--- src/rtl/rsd_pkg.sv ---
// package: constants and carrier types for the relay signal distribution block
package rsd_pkg;
    localparam int RELAYS_PER_DECODER = 7;
    localparam int DECODERS = 2;
    localparam int RELAY_COUNT = 14;
    localparam int WORD_WIDTH = 8;
    localparam int CLOCK_HZ = 40_000_000;
    localparam int SUPERVISION_S = 5;
    localparam longint SUPERVISION_CYCLES = longint'(SUPERVISION_S) * longint'(CLOCK_HZ);
    // instruction word fields
    localparam int FIELD_OPERATE_BIT = 7;
    localparam int FIELD_DECODER_BIT = 3;
    localparam int FIELD_POINT_LSB = 0;
    localparam int FIELD_POINT_WIDTH = 3;
    localparam logic [13:0] RELAY_RESET = 14'h0000;

    typedef struct packed {
        logic operate;
        logic [2:0] spare;
        logic decoder;
        logic [2:0] point;
    } rsd_instr_t;

    typedef enum logic [1:0] {
        RSD_SUP_IDLE = 2'b01,
        RSD_SUP_RUN = 2'b10
    } rsd_sup_state_t;
endpackage

--- src/rtl/rsd_relay_distribution.sv ---
// module: two channel decoders driving fourteen relays with link supervision on relay 0
// Notes on behaviour
// - Fourteen relay circuits exist, each operated or released on its own by the host, relay 0 only when not supervised.
// - Each decoder governs seven relays, one distribution point per relay.
// - A relay other than supervised relay 0 changes only when its point is addressed and its decoder enable is high.
// - Decoder zero owns relays 0 to 6 and decoder one owns relays 7 to 13; none unused.
// - Each host word on the receive bus says whether the addressed relay operates or releases.
// - In the supervised variant, relay 0 is driven through the supervision timer only.
// - The supervision timer runs about five seconds and holds relay 0 operated while running.
// - Every heartbeat impulse retriggers the supervision timer.
// - When impulses stop and the timer expires, relay 0 is released.
`timescale 1ns/1ps
`default_nettype none
module rsd_relay_distribution #(
    parameter bit SUPERVISED = 1'b1,
    parameter longint SUPERVISION_CYCLES = rsd_pkg::SUPERVISION_CYCLES
) (
    input wire logic clock_i, // 40 MHz clock
    input wire logic reset_i, // synchronous, active high
    input wire logic [rsd_pkg::WORD_WIDTH-1:0] rx_data_i, // receive data bus word
    input wire logic [rsd_pkg::DECODERS-1:0] decoder_enable_i, // per-decoder channel enable
    input wire logic heartbeat_i, // office alarm unit impulse level
    output logic [rsd_pkg::RELAY_COUNT-1:0] relay_o, // relay drive, bit 0-6 dec0, 7-13 dec1
    output logic supervision_running_o // supervision timer running
);
    // the shelf enable selects our channel slot, so the word is taken only while enabled

    // ------------------------------------------------------------------
    // instruction word fields
    // ------------------------------------------------------------------

    rsd_pkg::rsd_instr_t instr;
    wire instr_operate;
    wire instr_decoder;
    wire [2:0] instr_point;
    wire point_valid;

    assign instr = rsd_pkg::rsd_instr_t'(rx_data_i);

    assign instr_operate = instr.operate;

    assign instr_decoder = instr.decoder;

    assign instr_point = instr.point;

    // point 7 would name an eighth relay on decoder zero or relay 14, neither of which is fitted
    assign point_valid = (instr_point != 3'h7);

    // ------------------------------------------------------------------
    // per-decoder acceptance
    // ------------------------------------------------------------------

    wire [rsd_pkg::DECODERS-1:0] decoder_take;

    genvar d;
    generate
        for (d = 0; d < rsd_pkg::DECODERS; d++) begin : g_decoder
            localparam logic DEC_SEL = 1'(d);
            wire selected;

            assign selected = (instr_decoder == DEC_SEL);

            // enable and select must coincide, or the word belongs to someone else
            assign decoder_take[d] = decoder_enable_i[d] && selected && point_valid;
        end
    endgenerate

    // ------------------------------------------------------------------
    // per-relay latch decode
    // ------------------------------------------------------------------

    logic [rsd_pkg::RELAY_COUNT-1:0] latch_state;
    wire [rsd_pkg::RELAY_COUNT-1:0] relay_hit;
    wire [rsd_pkg::RELAY_COUNT-1:0] next_latch;

    genvar g;
    generate
        for (g = 0; g < rsd_pkg::RELAY_COUNT; g++) begin : g_relay
            localparam int DEC = g / rsd_pkg::RELAYS_PER_DECODER;
            localparam int PT = g % rsd_pkg::RELAYS_PER_DECODER;
            localparam logic [2:0] PT_CODE = 3'(PT);
            wire point_match;

            assign point_match = (instr_point == PT_CODE);

            assign relay_hit[g] = decoder_take[DEC] && point_match;

            // an unaddressed relay keeps its state
            assign next_latch[g] = relay_hit[g] ? instr_operate : latch_state[g];
        end
    endgenerate

    // ------------------------------------------------------------------
    // heartbeat impulse detection
    // ------------------------------------------------------------------

    logic heartbeat_prev;
    wire heartbeat_edge;

    // only a rising edge counts, so a stuck-high line cannot keep the timer alive
    assign heartbeat_edge = heartbeat_i && !heartbeat_prev;

    // ------------------------------------------------------------------
    // supervision timer
    // ------------------------------------------------------------------

    localparam logic [31:0] SUP_LOAD = 32'(SUPERVISION_CYCLES - 1);

    rsd_pkg::rsd_sup_state_t sup_state;
    rsd_pkg::rsd_sup_state_t next_sup_state;
    logic [31:0] sup_count;
    logic [31:0] next_sup_count;
    wire timer_expired;

    assign timer_expired = (sup_count == 32'h00000000);

    always_comb begin
        next_sup_state = sup_state;
        next_sup_count = sup_count;
        case (sup_state)
            rsd_pkg::RSD_SUP_IDLE: begin
                if (heartbeat_edge) begin
                    next_sup_state = rsd_pkg::RSD_SUP_RUN;
                    next_sup_count = SUP_LOAD;
                end
            end
            rsd_pkg::RSD_SUP_RUN: begin
                if (heartbeat_edge) begin
                    // reload, not extend: release stays one period after the last impulse
                    next_sup_count = SUP_LOAD;
                end else if (timer_expired) begin
                    next_sup_state = rsd_pkg::RSD_SUP_IDLE;
                end else begin
                    next_sup_count = sup_count - 32'h00000001;
                end
            end
            default: begin
                next_sup_state = rsd_pkg::RSD_SUP_IDLE;
                next_sup_count = 32'h00000000;
            end
        endcase
    end

    // ------------------------------------------------------------------
    // output selection
    // ------------------------------------------------------------------

    wire next_running;
    wire next_relay0;
    wire [rsd_pkg::RELAY_COUNT-1:0] next_relay;

    assign next_running = (next_sup_state == rsd_pkg::RSD_SUP_RUN);

    // relay 0 follows the timer, not the decoder, when supervised
    assign next_relay0 = SUPERVISED ? next_running : next_latch[0];

    assign next_relay = {next_latch[rsd_pkg::RELAY_COUNT-1:1], next_relay0};

    // ------------------------------------------------------------------
    // registers
    // ------------------------------------------------------------------

    always_ff @(posedge clock_i) begin
        if (reset_i) begin
            latch_state <= rsd_pkg::RELAY_RESET;
        end else begin
            latch_state <= next_latch;
        end
    end

    always_ff @(posedge clock_i) begin
        if (reset_i) begin
            heartbeat_prev <= 1'b0;
        end else begin
            heartbeat_prev <= heartbeat_i;
        end
    end

    always_ff @(posedge clock_i) begin
        if (reset_i) begin
            sup_state <= rsd_pkg::RSD_SUP_IDLE;
            sup_count <= 32'h00000000;
        end else begin
            sup_state <= next_sup_state;
            sup_count <= next_sup_count;
        end
    end

    // outputs come straight from flops so the relay drivers see no decode glitches
    always_ff @(posedge clock_i) begin
        if (reset_i) begin
            relay_o <= rsd_pkg::RELAY_RESET;
            supervision_running_o <= 1'b0;
        end else begin
            relay_o <= next_relay;
            supervision_running_o <= next_running;
        end
    end
endmodule
`default_nettype wire

--- config.mk ---
export PLATFORM = sky130hd
export DESIGN_NAME = rsd_relay_distribution
export DESIGN_NICKNAME = d
export VERILOG_FILES = /design/src/rtl/rsd_pkg.sv /design/src/rtl/rsd_relay_distribution.sv
export SDC_FILE = /design/constraint.sdc
export NUM_CORES = 1
export LEC_CHECK = 0
export BUFFER_PORTS_ARGS = -buffer_cell sky130_fd_sc_hd__buf_4
export CAP_MARGIN = 20
export CORE_MARGIN = 4
export CORE_UTILIZATION = 50
export CTS_CLUSTER_SIZE = 24
export DETAILED_ROUTE_END_ITERATION = 10
export GPL_TIMING_DRIVEN = 0
export HOLD_SLACK_MARGIN = 0.05
export PLACE_DENSITY = 0.69
export SLEW_MARGIN = 20
export SYNTH_ARGS = -nofsm -noshare
export SYNTH_HDL_FRONTEND = slang
export SYNTH_SLANG_ARGS = --single-unit
--- constraint.sdc ---
create_clock -name clock_i -period 5.7 [get_ports clock_i]
set_input_delay 0.57 -clock clock_i [delete_from_list [all_inputs] [get_ports clock_i]]
set_output_delay 0.57 -clock clock_i [all_outputs]
set_load 0.01 [all_outputs]
* Word level (Yosys, flattened, before mapping)
Index checks and enable logic that the tools add are counted.
** Storage, ports and cells
- Register bits :: 63
- Latch bits :: 0
- Memory bits (writable) :: 0
- Bits in read-only memories :: 0
- Input port bits :: 13
- Output and inout port bits :: 15
- Logic and storage cells :: 63
- Memories kept :: 0
** Operators by class
- Add/subtract/negate cells :: 1
- $mul :: 0
- Div/mod/pow operators :: 0
- $lt $le $gt $ge :: 0
- Equal/unequal tests :: 12
- Shift-type cells :: 0
- Mux-type cells :: 21
- Bitwise gates (word level) :: 1
- Reductions and logical operators :: 22
** Operator list (count)
- 32-bit two-way mux :: 3
- 32-bit one-hot mux with 2 select lines :: 1
- 32-bit logical NOT :: 1
- 32-bit by 1-bit subtractor with 32-bit output, second input constant :: 1
- 1-bit logical AND :: 18
- 1-bit two-way mux :: 13
- 3-bit equality test, second input constant :: 3
- 3-bit by 2-bit equality test with 1-bit output, second input constant :: 2
- 2-bit two-way mux :: 3
- 3-bit inequality test, second input constant :: 2
- 2-bit equality test, second input constant :: 2
- 2-bit one-hot mux with 2 select lines :: 1
- 3-bit by 1-bit equality test with 1-bit output, second input constant :: 1
- 3-bit logical NOT :: 1
- 2-bit by 1-bit equality test with 1-bit output, second input constant :: 1
- 2-bit inequality test, second input constant :: 1
- 2-bit AND reduction :: 1
- 1-bit logical NOT :: 1
- 1-bit NOT :: 1

* Depth between registers and ports, before layout
- Word-level depth :: 5
- Depth in mapped cells :: 9
- Mapped depth without buffers :: 7

* Worst setup path after synthesis
Ideal clock, no wire load.
- Path type :: register to register
- Start point :: reg sup_state[0]
- End point :: reg sup_count[28]
- Setup time :: 0.135 ns
- Arrival :: 1.823 ns
- Required time :: 5.565 ns
- Path slack :: 3.742 ns
- Stages on the path, launching flop included :: 10
- Path buffers :: 3
- Clock period less this slack :: 1.958 ns
- Cell sequence :: dfxtp_1 -> inv_1 -> ha_1 -> clkbuf_1 -> and4bb_1 -> and4_1 -> buf_4 -> buf_4 -> o311ai_0 -> o41ai_1
** Between the ends
- Cells in the longest elaborated chain, start to end :: 3
- Elaborated cells between the ends (all ways) :: 6
- Those cells by class :: eq/ne: 4; mux: 1; reduce/logical: 1
** Ends and longest elaborated chain
- start, declared :: line rsd_relay_distribution.sv:109 : rsd_pkg::rsd_sup_state_t sup_state;
- start signal, assigned :: line rsd_relay_distribution.sv:181 : sup_state <= rsd_pkg::RSD_SUP_IDLE;
- start signal, assigned :: line rsd_relay_distribution.sv:184 : sup_state <= next_sup_state;
- 2-bit equality test / 2-bit by 1-bit equality test with 1-bit output (equally long branches) :: line rsd_relay_distribution.sv:120 : case (sup_state)
- 3-bit inequality test (no line) / 2-bit inequality test (equally long branches)
- 2-bit AND reduction (no line)
- end signal, assigned :: line rsd_relay_distribution.sv:185 : sup_count <= next_sup_count;
- end, declared :: line rsd_relay_distribution.sv:111 : logic [31:0] sup_count;
Several ways; a longest one is shown, not always the timed one.
A chain may end at the register's enable or synchronous reset.

* Worst setup path in the final report
- Start point :: reg sup_state[1]
- End point :: reg sup_count[10]
The elaborated chain is that of the path after synthesis.

==> run_results.csv <==
group,metric,value,unit
clock_tree,cts_tree,"built",
global_route,grtUsageTotal,0.262,
detailed_routing,remaining_drc_errors,0,
yosys,synthArstFlopShare,0,
yosys,synth_edf_count,0,
detailed_routing,ant_nets,0,
yosys,synth.area.top_cells,"dfxtp_1 33%, nor2_1 4.6%, o21ai_0 3.6%",
placed_design,dpl.hpwl,6.59,mm
clock_tree,clkSlewWorstSetupHoldPaths,0.09,ns
sta,whs,0.486,ns
yosys,syn_area_per_cell,7.94,sq um
critical_path,crit_path_end_kind,"register",
sta,slew_headroom,0.441,
detailed_routing,routed_wl,9.29,mm
critical_path,slowest_delay,0.52,ns
cells_and_area,final_cell_mix,"49 x dfxtp_1, 36 x nor2_1, 26 x nand2_1, 26 x buf_4, 21 x o21ai_0",
clock_tree,ctsResizeCount,0,
global_route,grt_pass1_wl,15.1,mm
critical_path,critPathKind,"reg -> reg",
global_route,grt_pass1_vias,3014,
yosys,synthCells,371,
yosys,syn_area,2950,sq um
clock_tree,numCtsBuffers,5,
sta,finalSetupTns,0,ns
sta,skew,0.0117,ns
clock_tree,cts-root-buf,"clkbuf_8",
detailed_routing,vias_per_cell,6.56,
yosys,synth_top_area_frac,0.333,
critical_path,path_cells,"ha_1 > clkbuf_1 > nand2b_1 > clkbuf_1 > nor2_1 > nand2_1 > o41ai_1",
critical_path,required,5.90,ns
global_route,antenna_found_initial,0,
detailed_routing,vias,3109,
sta,worst_pin_slew,0.832,ns
cells_and_area,layout_commonest_cell,"dfxtp_1",
clock_tree,clockBufferDepth,2,
cells_and_area,diodes,0,
sta,drv_slew,0,
clock_tree,h-tree-depth,2,
detailed_routing,drtPass1Iterations,6,
global_route,overflow,0,
sta,hold_viol_final,0,
clock_tree,post_cts_buffers,0,
pwr,power_leakage,0.00119,uW
critical_path,critPathTopFamily,"simple AND/OR/NAND/NOR gates",
die,rows,27,
critical_path,cp_slowest_cell,"nor2_1",
detailed_routing,met1_length,4.01,mm
clock_tree,cts_hold_buf,0,
pwr,irDropWorstVdd,0.000235,V
yosys,ys.flop_type,"dfxtp_1",
critical_path,start_kind,"register",
yosys,synth-seq-area-share,0.333,
pwr,power_density,535,nW/um^2
detailed_routing,met2_length,4.05,mm
critical_path,arrival,2.78,ns
sta,period_share,0.453,
yosys,ys_ff_latch,49,
sta,fin_crit,2.58,ns
detailed_routing,top_layer,"met4",
cells_and_area,drive_gt1_frac,0.134,
critical_path,path_common_cell,"clkbuf_1",
cells_and_area,synthToLayoutAreaGrowth,11.8,%
critical_path,startpoint,"sup_state[1]$_SDFF_PP0_",
detailed_routing,met3WireLength,855,microns
placed_design,port_buffers,23,
yosys,synth_warnings,0,
yosys,yosysTopAreaCell,"dfxtp_1",
flow_run,drv_cap,0,
sta,fmax,388,MHz
die,initial_core_util,0.525,
worst_hold_path,hold_path.class,"reg -> reg",
critical_path,rrSetupSlack,3.12,ns
die,ioPinCount,28,
critical_path,worst-path-max-fanout,9,
sta,setup_viol_count_final,0,
status,outcome,"completed",
detailed_routing,drtIter0Drc,306,
sta,rsz0062_at_grt,"false",
cells_and_area,finalNetCount,418,
worst_hold_path,min-delay-start,"latch_state[11]$_SDFFE_PP0P_",
clock_tree,clock-sinks,49,
global_route,grt_start_max_net_pins,16,
placed_design,gp_congestion,0.969,
die,coreArea,5610,sq um
clock_tree,clk_latency,0.32,ns
critical_path,cp_num_buf_inv,2,
yosys,synth_nets,388,
critical_path,r2r_start,"sup_state[1]$_SDFF_PP0_",
yosys,synth_cell_types,60,
detailed_routing,wl_per_cell,19.6,microns
die,die_x,84.8,microns
die,fp.dieH,84.8,microns
die,dieArea,7190,sq um
## metrics by stage
| stage | cell area [sq um] | std cells | worst slack (ns) | utilization | power [uW] |
|---|---|---|---|---|---|
| floorplan | 2950 | 371 | 3.74 | - | 1250 |
| global placement | 3210 | 466 | 3.07 | 0.572 | 1510 |
| detailed placement | 3210 | 466 | 3.10 | 0.572 | 1520 |
| CTS | 3300 | 474 | 3.19 | 0.588 | 1740 |
| global route | 3300 | 474 | 2.96 | 0.588 | 1910 |
| finish | 3300 | 474 | 3.12 | 0.588 | 1760 |
## cell type report
cell class,instances,area (sq um)
Fill cell,539,2310
Timing Repair Buffer,23,173
Inverter,11,41.3
Multi-Input combinational cell,285,1800
Clock buffer,6,72.6
Clock inverter,2,13.8
Buffer,26,121
Tap cell,72,90.1
Sequential cell,49,981
## routing by layer
metal | track usage | vias up
met3 | 0.0500 | 32
li1 | - | 1489
met5 | 0 | -
met4 | 0.119 | 0
met2 | 0.407 | 158
met1 | 0.352 | 1430
## logic make-up (layout without fill, tap and decap cells)
kind of cell | Yosys count | after routing | share of synthesized area
compound gates | 108 | 108 | 0.260
xor+xnor | 2 | 2 | 0.00595
fa+ha+maj | 4 | 4 | 0.0170
buf+inv | 37 | 68 | 0.0552
flops | 49 | 49 | 0.333
mux | 7 | 7 | 0.0238
simple gates | 164 | 164 | 0.305
## Yosys cell counts (4+ instances only)
library cell / instances
mux2i_1: 7
o21ai_0: 21
o32ai_1: 4
nand2_1: 26
a311oi_1: 4
nor2b_1: 5
ha_1: 4
nand3_1: 15
inv_1: 11
or3_1: 7
a211oi_1: 7
a21oi_1: 19
nand2b_1: 9
nand4_1: 9
and4_1: 5
nor3_1: 18
buf_2: 4
o311ai_0: 4
nor4_1: 9
o31ai_1: 6
clkbuf_1: 18
a31oi_1: 14
dfxtp_1: 49
o41ai_1: 6
nor2_1: 36
## where the power goes
part           internal, uW  total, uW  switching (uW)  leakage, uW
logic                   379       1040             659     0.000747
registers               419        510            91.1     0.000400
clock network          87.9        216             128    0.0000456
total                   886       1760             878      0.00119
## final timing paths
check,depth (start not counted),end
max reg2reg,7,sup_count[10]$_SDFFE_PP0P_
max,7,sup_count[10]$_SDFFE_PP0P_
min,2,latch_state[11]$_SDFFE_PP0P_
min reg2reg,2,latch_state[11]$_SDFFE_PP0P_
## flip-flops by register name, summed over array words and instances, names as in the netlist
name	count
sup_count	32
latch_state	13
sup_state	2
heartbeat_prev	1
relay_o	1
## tightest hold or removal path, stage by stage, from the launching register on
cell and delay, ns:
dfxtp_1 0.32, o21ai_0 0.07, a21oi_1 0.06
No activity file was read; power rests on OpenSTA's default activity.
